<file path="src/mcu_seq_map.svh">
// Constants for the instruction timing decoder and sequencer
`ifndef MCU_SEQ_MAP_SVH
`define MCU_SEQ_MAP_SVH

// Stack pointer value after reset
`define SP_RESET_VALUE 8'h07
// Spare opcode that behaves as the idle operation
`define OPC_IDLE_ALIAS 8'ha5
// Mask of the accumulator bits swapped by the low nibble exchange
`define NIBBLE_LOW_MASK 8'h0f
// Cycles added on top of the byte count, per instruction group
`define EXTRA_NONE 4'h0
`define EXTRA_IND 4'h1
`define EXTRA_JUMP 4'h1
`define EXTRA_XFER 4'h2
`define EXTRA_MUL 4'h3
`define EXTRA_RET 4'h4
`define EXTRA_DIV 4'h7
// Cycles added when a conditional branch is taken
`define EXTRA_TAKEN 4'h1
// Stack pointer steps for single bytes and return addresses
`define SP_STEP_BYTE 8'h01
`define SP_STEP_ADDR 8'h02
// Page field width of absolute call and jump targets
`define PAGE_LOW_BITS 11
// Direct operand address bit that marks special function register space
`define SFR_BASE_BIT 7

`endif

</file>
<file path="src/mcu_seq_pkg.sv">
// Types shared by the instruction timing decoder and sequencer
package mcu_seq_pkg;

  // Instruction groups that the sequencer handles differently
  typedef enum logic [3:0] {
    K_PLAIN = 4'h0,
    K_COND = 4'h1,
    K_JBC = 4'h2,
    K_PAGE = 4'h3,
    K_LONG = 4'h4,
    K_SHORT_RELATIVE_JUMP = 4'h5,
    K_JMPI = 4'h6,
    K_RET = 4'h7,
    K_EXT_SPACE_MOVE = 4'h8,
    K_CODE_BYTE_LOAD = 4'h9,
    K_PUSH = 4'ha,
    K_POP = 4'hb,
    K_LOW_NIBBLE_EXCHANGE = 4'hc
  } op_kind_t;

  // Sequencer states, one-hot
  typedef enum logic [1:0] {
    ST_IDLE = 2'b01,
    ST_EXEC = 2'b10
  } seq_state_t;

endpackage : mcu_seq_pkg

</file>
<file path="src/opcode_timing_decode.sv">
// Opcode table: byte length, base cycle count and instruction group
`timescale 1ns/1ps
`include "mcu_seq_map.svh"
module opcode_timing_decode
  import mcu_seq_pkg::*;
(
  // Opcode under decode
  input wire logic [7:0] opcode_in,
  // Decoded length in bytes, 1 to 3
  output logic [1:0] len_out,
  // Cycles when not branching
  output logic [3:0] cycles_out,
  // Instruction group
  output mcu_seq_pkg::op_kind_t kind_out,
  // First operand byte is a direct address
  output logic direct_out
);

  logic [3:0] hi; // Opcode row
  logic [3:0] lo; // Opcode column
  logic [3:0] extra; // Cycles beyond the byte count
  assign hi = opcode_in[7:4];
  assign lo = opcode_in[3:0];

  // Table walk: time equals bytes unless a group adds cycles
  always_comb
  begin
    len_out = 2'd1;
    extra = `EXTRA_NONE;
    kind_out = K_PLAIN;
    direct_out = 1'b0;
    if (lo[3])
    begin
      // Bank register column
      case (hi)
        4'h7, 4'h8, 4'ha: len_out = 2'd2;
        4'hb: begin len_out = 2'd3; kind_out = K_COND; end
        4'hd: begin len_out = 2'd2; kind_out = K_COND; end
        default: len_out = 2'd1;
      endcase
    end
    else
    begin
      case (lo)
        4'h0:
        case (hi)
          4'h0: len_out = 2'd1;
          4'h1: begin len_out = 2'd3; kind_out = K_JBC; end
          4'h2, 4'h3: begin len_out = 2'd3; kind_out = K_COND; end
          4'h4, 4'h5, 4'h6, 4'h7: begin len_out = 2'd2; kind_out = K_COND; end
          4'h8: begin len_out = 2'd2; extra = `EXTRA_JUMP; kind_out = K_SHORT_RELATIVE_JUMP; end
          4'h9: len_out = 2'd3;
          4'hc: begin len_out = 2'd2; kind_out = K_PUSH; direct_out = 1'b1; end
          4'hd: begin len_out = 2'd2; kind_out = K_POP; direct_out = 1'b1; end
          4'he, 4'hf: begin extra = `EXTRA_XFER; kind_out = K_EXT_SPACE_MOVE; end
          default: len_out = 2'd2;
        endcase
        4'h1: begin len_out = 2'd2; extra = `EXTRA_JUMP; kind_out = K_PAGE; end
        4'h2:
        case (hi)
          4'h0, 4'h1: begin len_out = 2'd3; extra = `EXTRA_JUMP; kind_out = K_LONG; end
          4'h2, 4'h3: begin extra = `EXTRA_RET; kind_out = K_RET; end
          4'he, 4'hf: begin extra = `EXTRA_XFER; kind_out = K_EXT_SPACE_MOVE; end
          default: begin len_out = 2'd2; direct_out = 1'b1; end
        endcase
        4'h3:
        case (hi)
          4'h4, 4'h5, 4'h6: begin len_out = 2'd3; direct_out = 1'b1; end
          4'h7: begin extra = `EXTRA_XFER; kind_out = K_JMPI; end
          4'h8, 4'h9: begin extra = `EXTRA_XFER; kind_out = K_CODE_BYTE_LOAD; end
          4'he, 4'hf: begin extra = `EXTRA_XFER; kind_out = K_EXT_SPACE_MOVE; end
          default: len_out = 2'd1;
        endcase
        4'h4:
        case (hi)
          4'h8: extra = `EXTRA_DIV;
          4'ha: extra = `EXTRA_MUL;
          4'hb: begin len_out = 2'd3; kind_out = K_COND; end
          4'h0, 4'h1, 4'hc, 4'hd, 4'he, 4'hf: len_out = 2'd1;
          default: len_out = 2'd2;
        endcase
        4'h5:
        case (hi)
          4'h7, 4'h8: begin len_out = 2'd3; direct_out = 1'b1; end
          4'ha: len_out = 2'd1;
          4'hb, 4'hd: begin len_out = 2'd3; kind_out = K_COND; direct_out = 1'b1; end
          default: begin len_out = 2'd2; direct_out = 1'b1; end
        endcase
        default:
        // Indirect index register columns
        case (hi)
          4'h7, 4'h8, 4'ha: len_out = 2'd2;
          4'hb: begin len_out = 2'd3; extra = `EXTRA_IND; kind_out = K_COND; end
          4'hd: begin extra = `EXTRA_IND; kind_out = K_LOW_NIBBLE_EXCHANGE; end
          default: extra = `EXTRA_IND;
        endcase
      endcase
    end
  end

  // Base count; the table never exceeds eight
  assign cycles_out = {2'b00, len_out} + extra;

endmodule : opcode_timing_decode

</file>
<file path="src/mcu_instruction_timing_decoder.sv">
// Instruction sequencer: cycle timing, targets, stack and operand routing
`timescale 1ns/1ps
`include "mcu_seq_map.svh"
module mcu_instruction_timing_decoder
  import mcu_seq_pkg::*;
(
  // Clock and reset
  input wire logic clock_in,
  input wire logic resetn_in,
  // Instruction issue from fetch
  input wire logic issue_valid_in,
  input wire logic [7:0] opcode_in,
  input wire logic [7:0] operand1_in,
  input wire logic [7:0] operand2_in,
  input wire logic [15:0] next_pc_in,
  input wire logic branch_taken_in,
  // Datapath state read by addressing
  input wire logic [7:0] acc_in,
  input wire logic [15:0] data_pointer_16_in,
  input wire logic [7:0] index_value_in,
  input wire logic [1:0] bank_select_in,
  input wire logic program_store_control_in,
  // Sequencing
  output logic ready_out,
  output logic done_out,
  output logic [1:0] length_out,
  output logic [3:0] cycles_out,
  // Branch targets
  output logic target_valid_out,
  output logic [15:0] target_pc_out,
  // Operand routing
  output logic [7:0] bank_register_addr_out,
  output logic [7:0] indirect_index_register_out,
  output logic direct_is_sfr_out,
  output logic [7:0] nibble_mask_out,
  output logic bit_clear_out,
  // Code and external space access
  output logic [15:0] code_addr_out,
  output logic code_read_out,
  output logic [15:0] ext_addr_out,
  output logic ext_write_out,
  output logic ext_flash_sel_out,
  output logic ext_ram_sel_out,
  // Stack
  output logic [7:0] stack_pointer_out,
  output logic [7:0] stack_addr_out
);

  import mcu_seq_pkg::*;

  // Plain 16-bit add used for relative targets and indexed addresses
  function automatic logic [15:0] add16(input logic [15:0] base, input logic [15:0] offs);
    add16 = base + offs;
  endfunction : add16

  // Address of one register inside the selected eight-byte register bank
  function automatic logic [7:0] bank_addr(input logic [1:0] bank, input logic [2:0] reg_num);
    bank_addr = {3'b000, bank, reg_num};
  endfunction : bank_addr

  // Decoder results for the offered opcode
  logic [1:0] dec_len; // Bytes
  logic [3:0] dec_cycles; // Cycles when not branching
  op_kind_t dec_kind; // Group
  logic dec_direct; // Operand one is a direct address
  logic issue; // Instruction accepted this cycle
  logic is_cond; // Conditional branch of any form
  logic taken; // Condition holds
  logic [7:0] rel_byte; // Displacement byte
  logic [15:0] rel_target; // Next address plus displacement
  logic [15:0] page_target; // Page-relative target
  logic [15:0] long_target; // Full 16-bit target
  logic [15:0] indexed_addr; // Accumulator plus data pointer

  // Sequencer state
  seq_state_t state_q;
  logic [3:0] remain_q; // Cycles left after the current one
  logic done_q;
  logic [1:0] length_q;
  logic [3:0] cycles_q;
  op_kind_t kind_q;
  logic taken_q;
  // Target and routing registers
  logic target_valid_q;
  logic [15:0] target_q;
  logic [7:0] bank_reg_q;
  logic [7:0] index_reg_q;
  logic sfr_q;
  logic bit_clear_q;
  logic [15:0] code_addr_q;
  logic code_read_q;
  logic [15:0] ext_addr_q;
  logic ext_write_q;
  logic ext_flash_q;
  logic ext_ram_q;
  // Stack registers
  logic [7:0] sp_q;
  logic [7:0] stack_addr_q;
  // Cycle counter read only by the checks
  logic [3:0] elapsed_q;

  // Table lookup; opcodes keep their classic meaning, and the spare 0xa5 decodes as the idle operation
  opcode_timing_decode u_decode (
    .opcode_in(opcode_in),
    .len_out(dec_len),
    .cycles_out(dec_cycles),
    .kind_out(dec_kind),
    .direct_out(dec_direct)
  );

  // Handshake: one instruction in flight at a time
  assign ready_out = (state_q == ST_IDLE);
  assign issue = issue_valid_in && ready_out;
  assign is_cond = (dec_kind == K_COND) || (dec_kind == K_JBC);
  assign taken = is_cond && branch_taken_in;

  // Displacement is the last operand byte of the instruction
  assign rel_byte = (dec_len == 2'd3) ? operand2_in : operand1_in;
  assign rel_target = add16(next_pc_in, {{8{rel_byte[7]}}, rel_byte});
  assign page_target = {next_pc_in[15:`PAGE_LOW_BITS], opcode_in[7:5], operand1_in};
  assign long_target = {operand1_in, operand2_in};
  assign indexed_addr = add16(data_pointer_16_in, {8'h00, acc_in});

  // Cycle sequencer; the count is bare clock cycles
  always_ff @(posedge clock_in)
  begin
    if (!resetn_in)
    begin
      state_q <= ST_IDLE;
      remain_q <= 4'h0;
      done_q <= 1'b0;
    end
    else
    begin
      done_q <= 1'b0;
      case (state_q)
        ST_IDLE:
        if (issue)
        begin
          // Taken branch holds one cycle longer
          if (dec_cycles == 4'h1 && !taken)
            done_q <= 1'b1;
          else
          begin
            state_q <= ST_EXEC;
            remain_q <= dec_cycles + (taken ? `EXTRA_TAKEN : 4'h0) - 4'h2;
          end
        end
        ST_EXEC:
        if (remain_q == 4'h0)
        begin
          state_q <= ST_IDLE;
          done_q <= 1'b1;
        end
        else
          remain_q <= remain_q - 4'h1;
        default: state_q <= ST_IDLE;
      endcase
    end
  end

  // Instruction summary held until the next issue
  always_ff @(posedge clock_in)
  begin
    if (!resetn_in)
    begin
      length_q <= 2'd0;
      cycles_q <= 4'h0;
      kind_q <= K_PLAIN;
      taken_q <= 1'b0;
    end
    else if (issue)
    begin
      length_q <= dec_len;
      cycles_q <= dec_cycles + (taken ? `EXTRA_TAKEN : 4'h0);
      kind_q <= dec_kind;
      taken_q <= taken;
    end
  end

  // Target selection per branch group
  always_ff @(posedge clock_in)
  begin
    if (!resetn_in)
    begin
      target_valid_q <= 1'b0;
      target_q <= 16'h0000;
      bit_clear_q <= 1'b0;
    end
    else if (issue)
    begin
      target_valid_q <= 1'b1;
      bit_clear_q <= (dec_kind == K_JBC) && taken;
      case (dec_kind)
        K_COND, K_JBC: begin target_q <= rel_target; target_valid_q <= taken; end
        K_SHORT_RELATIVE_JUMP: target_q <= rel_target;
        K_PAGE: target_q <= page_target;
        K_LONG: target_q <= long_target;
        K_JMPI: target_q <= indexed_addr;
        // Return address comes from the stack, not from here
        default: begin target_q <= next_pc_in; target_valid_q <= 1'b0; end
      endcase
    end
  end

  // Operand routing: bank registers, index registers, direct space
  always_ff @(posedge clock_in)
  begin
    if (!resetn_in)
    begin
      bank_reg_q <= 8'h00;
      index_reg_q <= 8'h00;
      sfr_q <= 1'b0;
    end
    else if (issue)
    begin
      bank_reg_q <= bank_addr(bank_select_in, opcode_in[2:0]);
      index_reg_q <= bank_addr(bank_select_in, {2'b00, opcode_in[0]});
      // Upper half of direct space is special registers, not RAM
      sfr_q <= dec_direct && operand1_in[`SFR_BASE_BIT];
    end
  end

  // Code byte load and external space move addressing
  always_ff @(posedge clock_in)
  begin
    if (!resetn_in)
    begin
      code_addr_q <= 16'h0000;
      code_read_q <= 1'b0;
      ext_addr_q <= 16'h0000;
      ext_write_q <= 1'b0;
      ext_flash_q <= 1'b0;
      ext_ram_q <= 1'b0;
    end
    else if (issue)
    begin
      code_read_q <= (dec_kind == K_CODE_BYTE_LOAD);
      // Row 9 indexes from the data pointer, row 8 from the next address
      code_addr_q <= opcode_in[4] ? indexed_addr : add16(next_pc_in, {8'h00, acc_in});
      // Column 0 uses the data pointer, columns 2-3 an index register
      ext_addr_q <= opcode_in[1] ? {8'h00, index_value_in} : data_pointer_16_in;
      ext_write_q <= (dec_kind == K_EXT_SPACE_MOVE) && opcode_in[4];
      ext_flash_q <= (dec_kind == K_EXT_SPACE_MOVE) && program_store_control_in;
      ext_ram_q <= (dec_kind == K_EXT_SPACE_MOVE) && !program_store_control_in;
    end
    else
    begin
      // Strobes last one cycle so memories see a single access
      code_read_q <= 1'b0;
      ext_flash_q <= 1'b0;
      ext_ram_q <= 1'b0;
      ext_write_q <= 1'b0;
    end
  end

  // Stack pointer: push pre-increments, pop post-decrements
  always_ff @(posedge clock_in)
  begin
    if (!resetn_in)
    begin
      sp_q <= `SP_RESET_VALUE;
      stack_addr_q <= `SP_RESET_VALUE;
    end
    else if (issue)
    begin
      case (dec_kind)
        K_PUSH:
        begin
          sp_q <= sp_q + `SP_STEP_BYTE;
          stack_addr_q <= sp_q + `SP_STEP_BYTE;
        end
        K_POP:
        begin
          sp_q <= sp_q - `SP_STEP_BYTE;
          stack_addr_q <= sp_q;
        end
        K_PAGE, K_LONG:
        // Only calls push a return address; opcode bit 4 marks a call
        if (opcode_in[4])
        begin
          sp_q <= sp_q + `SP_STEP_ADDR;
          stack_addr_q <= sp_q + `SP_STEP_BYTE;
        end
        K_RET:
        begin
          sp_q <= sp_q - `SP_STEP_ADDR;
          stack_addr_q <= sp_q;
        end
        default: stack_addr_q <= sp_q;
      endcase
    end
  end

  // Cycles since issue, for timing checks only
  always_ff @(posedge clock_in)
  begin
    if (!resetn_in)
      elapsed_q <= 4'h0;
    else if (issue)
      elapsed_q <= 4'h1;
    else if (state_q == ST_EXEC)
      elapsed_q <= elapsed_q + 4'h1;
  end

  // Output drive, all from flops
  assign done_out = done_q;
  assign length_out = length_q;
  assign cycles_out = cycles_q;
  assign target_valid_out = target_valid_q;
  assign target_pc_out = target_q;
  assign bank_register_addr_out = bank_reg_q;
  assign indirect_index_register_out = index_reg_q;
  assign direct_is_sfr_out = sfr_q;
  // Low nibble exchange touches bits 3..0 only
  assign nibble_mask_out = (kind_q == K_LOW_NIBBLE_EXCHANGE) ? `NIBBLE_LOW_MASK : 8'hff;
  assign bit_clear_out = bit_clear_q;
  assign code_addr_out = code_addr_q;
  assign code_read_out = code_read_q;
  assign ext_addr_out = ext_addr_q;
  assign ext_write_out = ext_write_q;
  assign ext_flash_sel_out = ext_flash_q;
  assign ext_ram_sel_out = ext_ram_q;
  assign stack_pointer_out = sp_q;
  assign stack_addr_out = stack_addr_q;
endmodule : mcu_instruction_timing_decoder

</file>
<file path="config.mk">
export PLATFORM = sky130hd
export DESIGN_NAME = mcu_instruction_timing_decoder
export DESIGN_NICKNAME = d
export VERILOG_FILES = /design/src/mcu_seq_pkg.sv /design/src/opcode_timing_decode.sv /design/src/mcu_instruction_timing_decoder.sv
export VERILOG_INCLUDE_DIRS = /design/src
export SDC_FILE = /design/constraint.sdc
export NUM_CORES = 1
export LEC_CHECK = 0
export BUFFER_PORTS_ARGS = -buffer_cell sky130_fd_sc_hd__buf_2
export CAP_MARGIN = 20
export CORE_ASPECT_RATIO = 0.8
export CORE_UTILIZATION = 55
export CTS_CLUSTER_DIAMETER = 100
export DETAILED_ROUTE_END_ITERATION = 7
export PLACE_DENSITY = 0.81
export SYNTH_ARGS = -nofsm -noshare
export SYNTH_HDL_FRONTEND = slang
export SYNTH_SLANG_ARGS = --single-unit
</file>
<file path="constraint.sdc">
create_clock -name clock_in -period 6.1 [get_ports clock_in]
set_clock_uncertainty 0.15 [all_clocks]
set_input_delay 0.61 -clock clock_in [delete_from_list [all_inputs] [get_ports clock_in]]
set_output_delay 0.61 -clock clock_in [all_outputs]
set_load 0.02 [all_outputs]
</file>
# Yosys cells after proc, flatten, opt, wreduce, memory -nomap -nowiden
# Cells that the tools add are included.
[totals]
ff_bits = 96
input_bits = 79
output_inout_bits = 103
[op_classes]
addsub = 11
n_eq_ne = 41
mux = 53
n_reduce_logical = 42
[ops]
columns = ["operator", "count"]
rows = [
  ["4-bit case mux with 6 select lines", 3],
  ["16-bit case mux with 4 select lines", 1],
  ["4-bit == test, second input constant", 13],
  ["4-bit by 3-bit == test with 1-bit output, second input constant", 10],
  ["16-bit by 8-bit adder with 16-bit output", 2],
  ["16-bit two-way mux", 2],
  ["8-bit two-way mux", 4],
  ["2-bit case mux with 2 select lines", 8],
  ["8-bit case mux with 4 select lines", 1],
  ["4-bit by 2-bit == test with 1-bit output, second input constant", 6],
  ["4-bit case mux with 3 select lines", 2],
  ["4-bit two-way mux", 5],
  ["4-bit OR reduction", 5],
  ["16-bit adder", 1],
  ["4-bit by 1-bit == test with 1-bit output, second input constant", 4],
  ["4-bit case mux with 2 select lines", 2],
  ["8-bit case mux with 2 select lines", 1],
  ["2-bit OR reduction", 8],
  ["4-bit zero test", 3],
  ["1-bit two-way mux", 12],
  ["2-bit two-way mux", 6],
  ["2-bit case mux with 6 select lines", 1],
  ["3-bit OR reduction", 4],
  ["6-bit OR reduction", 2],
  ["other kinds (26)", 41],
]

# Longest topological paths before layout
# Gate-level depths: netlist (run 1).
[logic_depth]
depth_word = 14
ltp_mapped = 20
mapped_depth_nobuf = 17

# Hierarchy
# A second synthesis (run 1) with hierarchy kept.
[unflattened]
cells_unflattened = 1009
area_unflattened_um2 = 7890.1
[by_module_without_submodules]
columns = ["mod", "n_inst", "cells_each", "area_per_inst_um2", "seq_area_each_um2"]
rows = [
  ["mcu_instruction_timing_decoder", 1, 874, 7013.0, 1861.8],
  ["opcode_timing_decode", 1, 135, 877.1, 0.0],
]

# Worst setup path after synthesis (run 1)
# OpenSTA, ideal clock, no wires.
[synth_path]
kind = "input port to flip-flop"
startpoint = "input opcode_in[4]"
endpoint = "register target_q[14], in the netlist target_pc_out[14]"
setup_time_ns = 0.134
arrival_time_ns = 4.332
required_time_ns = 5.816
path_slack_ns = 1.484
path_stages = 19
path_cell_list = "clkbuf_1 -> clkbuf_1 -> nand2_1 -> a21oi_1 -> mux2_2 -> a31oi_1 -> and2_1 -> buf_2 -> mux2_2 -> ha_1 -> inv_1 -> fa_1 -> o21ai_0 -> a21oi_1 -> a21oi_1 -> a31o_2 -> and4b_1 -> o41ai_1 -> a31oi_1"
[synth_between]
elab_chain_len = 9
word_cells_on_any_way = 58
[synth_lines]
columns = ["item", "line_no", "source"]
rows = [
  ["start, declared", "mcu_instruction_timing_decoder.sv:12", "input wire logic [7:0] opcode_in,"],
  ["4-bit by 1-bit == test with 1-bit output, or another cell as far along", "opcode_timing_decode.sv:46, opcode_timing_decode.sv:60, opcode_timing_decode.sv:75", ""],
  ["8-bit OR reduction (no source line), or another cell as far along", "n/a", ""],
  ["2-bit case mux with 2 select lines (on tied branches)", "n/a", ""],
  ["2-bit case mux with 6 select lines", "opcode_timing_decode.sv:44", "case (lo)"],
  ["2-bit two-way mux (*)", "opcode_timing_decode.sv:32", "if (lo[3])"],
  ["named net dec_len[0]", "mcu_instruction_timing_decoder.sv:62", "logic [1:0] dec_len;"],
  ["2-bit == test (*)", "mcu_instruction_timing_decoder.sv:118", "assign rel_byte = (dec_len == 2'd3) ? operand2_in : operand1_in;"],
  ["8-bit two-way mux (*)", "mcu_instruction_timing_decoder.sv:118", ""],
  ["16-bit adder (*)", "mcu_instruction_timing_decoder.sv:53", "add16 = base + offs;"],
  ["16-bit case mux with 4 select lines (*)", "mcu_instruction_timing_decoder.sv:194", "case (dec_kind)"],
  ["end signal, assigned", "mcu_instruction_timing_decoder.sv:195", "K_COND, K_JBC: begin target_q <= rel_target; target_valid_q <= taken; end"],
  ["end signal, assigned", "mcu_instruction_timing_decoder.sv:196", "K_SHORT_RELATIVE_JUMP: target_q <= rel_target;"],
  ["end signal, assigned", "mcu_instruction_timing_decoder.sv:197", "K_PAGE: target_q <= page_target;"],
  ["end, declared", "mcu_instruction_timing_decoder.sv:85", "logic [15:0] target_q;"],
]
# Mark *: on every way through the listed nets, which the timed path passes. The rest lies on a longest branch.
# A chain may end at the register's enable or synchronous reset.

# Worst setup path in the final report (run 1)
[layout_path]
startpoint = "input opcode_in[1]"
endpoint = "register target_q[14], in the netlist target_pc_out[14]"
[layout_between]
elab_chain_len = 7
word_cells_on_any_way = 21
[layout_lines]
columns = ["item", "line_no"]
rows = [
  ["4-bit by 3-bit == test with 1-bit output, or another cell as far along", "opcode_timing_decode.sv:44"],
  ["2-bit case mux with 6 select lines (*)", "opcode_timing_decode.sv:44"],
  ["2-bit two-way mux (*)", "opcode_timing_decode.sv:32"],
  ["named net dec_len[0]", "mcu_instruction_timing_decoder.sv:62"],
  ["2-bit == test (*)", "mcu_instruction_timing_decoder.sv:118"],
  ["8-bit two-way mux (*)", "mcu_instruction_timing_decoder.sv:118"],
  ["16-bit adder (*)", "mcu_instruction_timing_decoder.sv:53"],
  ["16-bit case mux with 4 select lines (*)", "mcu_instruction_timing_decoder.sv:194"],
]
# Marked as above.

==> results of run 1 <==
## per-stage QoR
| step | setup slack [ps] | hold slack (ps) |
|---|---|---|
| floorplan | 1480 | 286 |
| global placement | 707 | 287 |
| detailed placement | 561 | 296 |
| CTS | 922 | 259 |
| global route | 435 | 281 |
| finish | 780 | 262 |
## logic make-up (layout without fill, tap and decap cells)
kind of cell / after synthesis / after routing / synth area share [%]
XOR/XNOR: 53 / 53 / 6.03
other: 2 / 12 / 0.0976
buffers and inverters: 114 / 225 / 6.63
AND/OR/NAND/NOR: 325 / 325 / 21.2
flip-flops: 93 / 93 / 24.2
AO/OA/AOI/OAI: 333 / 333 / 29.2
multiplexers: 25 / 25 / 3.43
adder cells (fa/ha/maj): 54 / 54 / 9.27
## cell usage in the layout (no fill, tap or decap), types with 11 or more instances in the layout
cell,n
a221oi_1,13
nand2_1,107
xnor2_1,34
xor2_1,19
mux2i_1,14
ha_1,49
nand2b_1,12
conb_1,12
o21ai_0,66
dfxtp_1,93
nor2_1,65
buf_2,169
a31oi_1,14
and3_1,12
nor3_1,25
a21oi_1,101
inv_1,29
mux2_2,11
a211oi_1,20
nand3b_1,11
a21o_1,13
nand3_1,28
## synth_stat cells, drive strengths merged (5+ instances only)
cell and instances:
a21o 13, a211oi 20, o21ai 69, dfxtp 93, inv 31, nand3 28, o31ai 7, ha 49
or3 9, nor2b 8, and3 12, nand4 8, xnor2 34, nand2b 12, mux2 11, o211ai 8
a31oi 14, a311oi 5, nor4b 5, clkbuf 49, fa 5, mux2i 14, nand3b 11, buf 34
a221o 9, o21a 8, a21oi 103, a221oi 16, xor2 19, o32ai 5, and2 5, nor2 65
nand2 108, or2 5, o221ai 7, o211a 6, nor3 25
## area by class of cell
class / count / share of cell area [%]
Clock buffer: 9 / 2.57
Clock inverter: 7 / 0.770
Inverter: 31 / 1.33
Multi-Input combinational cell: 802 / 61.1
Sequential cell: 93 / 21.2
Tap cell: 180 / 2.57
Timing Repair Buffer: 178 / 10.4
## worst reg2reg max path, stage by stage (launching register included)
cell       delay, ps
dfxtp_1          330
inv_1             60
ha_1             320
and2_2           250
o21ai_1          200
a21oi_1          670
o2111ai_1        310
mux2i_1          200
o21ai_1           70
o221a_2          240
## final timing paths
kind | end | slack [ps] | cells after the start
max | target_pc_out[14] | 780 | 17
min | ext_ram_sel_out | 260 | 2
max reg2reg | stack_pointer_out[7] | 3190 | 9
min reg2reg | ext_addr_out[9] | 300 | 2
## sequential cells by signal (all words and copies together), names as in the netlist
signal / flops
ext_ram_sel_out: 1
target_pc_out: 16
code_read_out: 1
bank_register_addr_out: 2
indirect_index_register_out: 3
stack_addr_out: 8
stack_pointer_out: 8
cycles_out: 4
ext_flash_sel_out: 1
remain_q: 4
done_out: 1
target_valid_out: 1
code_addr_out: 16
ext_addr_out: 16
bit_clear_out: 1
state_q: 2
length_out: 2
kind_q: 4
ext_write_out: 1
direct_is_sfr_out: 1
## power by group
group	switching [uW]	internal, uW	total [uW]	leakage, uW
clock	281	287	568	0.000145
combinational	526	308	833	0.00295
sequential	41.2	678	719	0.000764
## layer usage
| metal | wire (um) | track usage, % | vias up |
|---|---|---|---|
| met5 | 0 | 0 | - |
| met1 | 11400 | 50.5 | 3757 |
| met3 | 2720 | 7.02 | 27 |
| met4 | 330 | 8.43 | 0 |
| met2 | 9770 | 46.0 | 461 |
| li1 | - | - | 3888 |
==> summary.md, run 1 <==
| Metric | Value |
|---|---|
| N_diodes | 0 |
| Fraction of layout cells with a size suffix above 1 | about a fifth |
| HPWL Detailed | 17.8 mm |
| Routability cong. | 0.955 |
| H-tree depth | 3 |
| CTS Buf Count | 9 |
| Area of the multi-input gates | 5370 sq um |
| Critical path cell sequence | buf_2, or4b_1, mux2i_1, nand3_1, a31oi_1, and2_1, mux2_2, ha_1, inv_1, fa_1, o21ai_0, a21oi_1, a21oi_1, a31o_2, nor4b_1, o41ai_1, a31oi_1 |
| Crit path launch | opcode_in[1] |
| First-pass GRT wire length | approximately 37 mm |
| Critical setup path kind | in -> reg |
| Crit-path max cell delay | 580 ps |
| EDFF count, synth | 0 |
| Status | complete, no violations |
| Post-CTS setup buffers | 0 |
| Clk root buf | clkbuf_16 |
| Tmin final | 5320 ps |
| Vias per cell | 6.26 |
| CP max stage cell | or4b_1 |
| Initial Util | 56.6% |
| Non-Filler Instances | 1300 |
| Total grt overflow | 0 |
| Register area | 1860 sq um |
| Vias in the first global route | between 6000 and 7000 |
| Startpoint Class | input pin |
| Mapped Cells | between 900 and 1000 |
| Initial DRC count | approximately 750 |
| Sequential area share after synthesis | 24.2% |
| CTS Hold Bufs | 0 |
| Fin nets | roughly 1200 |
| Total of max-cap violations | 0 |
| Die W | 134 um |
| Most used DFF post-synth | dfxtp_1 |
| First-pass DRT Iterations | 5 |
| Initial antenna violation count | 0 |
| Leakage | 0.00386 uW |
| Total number of vias | 8133 |
| Die span in y | 108 um |
| Setup TNS | 0 ps |
| WP data arrival | ~5400 ps |
| Worst slew pin tran | about 1100 ps |
| Max Freq | 188 MHz |
| Final Util | between 60% and 70% |
| RSZ-0062 raised after global routing | false |
| FF-to-FF Start | state_q[1] |
| IO Pins | between 150 and 200 |
| Final Hold Fails | 0 |
| Worst-skew pair later-pin latency | 360 ps |
| Total track usage | about 33% |
| Detailed-route DRC error count | 0 |
| Power Dens Cells | between 200 and 250 nW/um^2 |
| Antenna-violating nets left | 0 |
| Element type at the critical path end | register |
| Clock buffer depth | 2 |
| Final wirelength | 24.2 mm |
| Crit-path leading delay family | compound AO/OA/AOI/OAI gates |
| DP Cell Count | 1284 |
| IO Port Bufs | 169 |
| Post-synth ARST share | 0% |
| Core ar. | 13600 sq um |
| Pin count of the biggest net entering global routing | 80 |
| Count of cell types in the netlist | 83 |
| Clock transition at path regs | 70 ps |
| CP required | 6180 ps |
| Crit path max fanout | 36 |
| Die ar. | 14500 sq um |
| Final setup fails | 0 |
| CTS tree | built |
| Post-DP Area | 8480 sq um |
| Worst min path class | in -> reg |
| Design area | around 8800 sq um |
| Synth top area share | roughly 24% |
| P&R area growth vs syn | 14.0% |
| Fin crit share | 87.2% |
| Synthesized area per cell | 7.71 sq um |
| Clock sink count | 93 |
| Yosys warning count | 0 |
| Hold path startpoint | program_store_control_in |
| Final Max Slew Viols | 0 |
| Row count | 38 |
| Worst VDD drop | 0.217 mV |
| Worst Path Buf+Inv | 2 |
| Cell taking the most area after synthesis | dfxtp_1 |
| Largest cells by area after synthesis | dfxtp_1 24%, ha_1 8.0%, a21oi_1 6.6% |
| Post-cts sizing count | 0 |
| #FFs+latches synth | 93 |
| Relative slew slack | 29.0% |
| Synth Cell Area | 7700 sq um |
| Design Power | 2120 uW |
| Fillers | 1252 |
| Wire per inst | 18.6 um |
Note: power is estimated with default switching activity, not from simulation.
==> inputs of run 2 (changes only) <==
- CORE_UTILIZATION: 55 -> 57
- CTS_BUF_LIST: default -> sky130_fd_sc_hd__clkbuf_8
- PLACE_DENSITY: 0.81 -> 0.84
==> summary.md, run 2 (same netlist as run 1, synthesis figures left out) <==
| Metric | Value |
|---|---|
| Wire per inst | 18.2 um (was 18.6 um) |
| Post-cts sizing count | 0 (unchanged) |
| Fin crit share | 82.1% (was 87.2%) |
| Clk root buf | clkbuf_8 (was clkbuf_16) |
| Total track usage | 32.9% (was 33.1%) |
| Final hold slack | 236 ps (was 262 ps) |
| Antenna-violating nets left | 0 (unchanged) |
| Non-Filler Instances | 1294 (was 1300) |
| Die ar. | 14000 sq um (was 14500 sq um) |
| Setup TNS | 0 ps (unchanged) |
| Worst-skew pair later-pin latency | 390 ps (was 360 ps) |
| N_diodes | 0 (unchanged) |
| Fraction of layout cells with a size suffix above 1 | 21.0% (was 21.1%) |
| Startpoint Class | input pin (unchanged) |
| Max Freq | 200 MHz (was 188 MHz) |
| H-tree depth | 3 (unchanged) |
| P&R area growth vs syn | 13.0% (was 14.0%) |
| IO Pins | 182 (unchanged) |
| Row count | 37 (was 38) |
| Total grt overflow | 0 (unchanged) |
| Total of max-cap violations | 0 (unchanged) |
| Initial DRC count | 1045 (was 747) |
| Final setup fails | 0 (unchanged) |
| WP data arrival | 5120 ps (was 5400 ps) |
| Worst slew pin tran | 930 ps (was 1050 ps) |
| Status | complete, no violations (unchanged) |
| Crit path max fanout | 31 (was 36) |
| Leading cell type in the layout, fill and taps excluded | buf_2 (unchanged) |
| Initial Util | 59.2% (was 56.6%) |
| IO Port Bufs | 169 (unchanged) |
| Final Hold Fails | 0 (unchanged) |
| RSZ-0062 raised after global routing | false (unchanged) |
| Initial antenna violation count | 0 (unchanged) |
| CP required | 6210 ps (was 6180 ps) |
| Element type at the critical path end | register (unchanged) |
| CTS tree | built (unchanged) |
| Final Max Slew Viols | 0 (unchanged) |
| Die W | 132 um (was 134 um) |
| CP max stage cell | or3b_2 (was or4b_1) |
| Tmin final | 5010 ps (was 5320 ps) |
| Most frequent cells in the layout | 169 x buf_2, 107 x nand2_1, 101 x a21oi_1 (unchanged) |
| Power Dens Cells | 233 nW/um^2 (was 242 nW/um^2) |
| Worst min path class | in -> reg (unchanged) |
| Crit-path max cell delay | 540 ps (was 580 ps) |
| Leakage | 0.00382 uW (was 0.00386 uW) |
| Clock sink count | 93 (unchanged) |
| CTS Hold Bufs | 0 (unchanged) |
| CTS Buf Count | 9 (unchanged) |
| Critical path cell sequence | buf_2, or3b_2, o211ai_1, a2111oi_0, a31oi_1, and2_1, mux2_2, ha_1, inv_1, fa_1, o21ai_0, a21oi_1, a21oi_1, a31o_2, nor4b_1, o41ai_1, a31oi_1 (was buf_2, or4b_1, mux2i_1, nand3_1, a31oi_1, and2_1, mux2_2, ha_1, inv_1, fa_1, o21ai_0, a21oi_1, a21oi_1, a31o_2, nor4b_1, o41ai_1, a31oi_1) |
| Fin nets | 1248 (unchanged) |
| Final WS setup | 1090 ps (was 780 ps) |
| Die span in y | 106 um (was 108 um) |
| Worst VDD drop | 0.181 mV (was 0.217 mV) |
| First-pass DRT Iterations | 6 (was 5) |
| Fillers | 1126 (was 1252) |
| Core ar. | 13000 sq um (was 13600 sq um) |
| Relative slew slack | 37.4% (was 29.0%) |
| Final wirelength | 23.6 mm (was 24.2 mm) |
| Routability cong. | 0.948 (was 0.955) |
| Final Util | 66.8% (was 64.5%) |
| Pin count of the biggest net entering global routing | 80 (unchanged) |
| Clock buffer depth | 2 (unchanged) |
| Clock transition at path regs | 90 ps (was 70 ps) |
| Post-CTS setup buffers | 0 (unchanged) |
| Worst slack, placed | 788 ps (was 561 ps) |
| DP Cell Count | 1279 (was 1284) |
| Vias per cell | 6.31 (was 6.26) |
| First-pass GRT wire length | 36.4 mm (was 37.3 mm) |
| HPWL Detailed | 17.3 mm (was 17.8 mm) |
| Total number of vias | 8160 (was 8133) |
| Critical setup path kind | in -> reg (unchanged) |
| Vias in the first global route | 6818 (was 6790) |
| Detailed-route DRC error count | 0 (unchanged) |
## run 2: area by class of cell
cell class / count / area [sq um] / share of cell area [%]
clock buffer: 9 / 124 / 1.42
sequential: 93 / 1860 / 21.4
multi-input combinational: 802 / 5370 / 61.7
inverter: 31 / 116 / 1.34
clock inverter: 6 / 93.8 / 1.08
tap: 175 / 219 / 2.52
timing repair buffer: 178 / 913 / 10.5
## run 2: report_power, final
group	switching [uW]	internal [uW]
registers	41.1	678
clock network	242	232
logic	525	308
## run 2: critical path: cells and delay by family
family                     cells  cell delay, ps
AOI/OAI and AO/OA              9            2100
adders and majority gates      2             600
buffers and inverters          2             470
muxes                          1             240
and+or+nand+nor                3            1080
## run 2: final timing paths
check                            from  cells after the start  slack (ps)              endpoint
max                      opcode_in[7]                     17        1090     target_pc_out[14]
min          program_store_control_in                      2         240       ext_ram_sel_out
max reg2reg                state_q[1]                      9        3070  stack_pointer_out[7]
min reg2reg          ext_addr_out[15]                      2         310      ext_addr_out[15]
## run 2: per-stage QoR
step	power, uW	instance area [sq um]
floorplan	1320	7730
detailed placement	1540	8480
finish	2030	8690
global placement	1530	8480
global route	2130	8690
CTS	2010	8690
## run 2: layer usage
metal / GRT usage [%] / vias to the layer above / routed length [um]
li1: - / 3895 / -
met1: 49.7 / 3711 / 10700
met2: 46.9 / 512 / 9640
met3: 5.96 / 42 / 2760
met4: 9.39 / 0 / 447
met5: 0 / - / 0
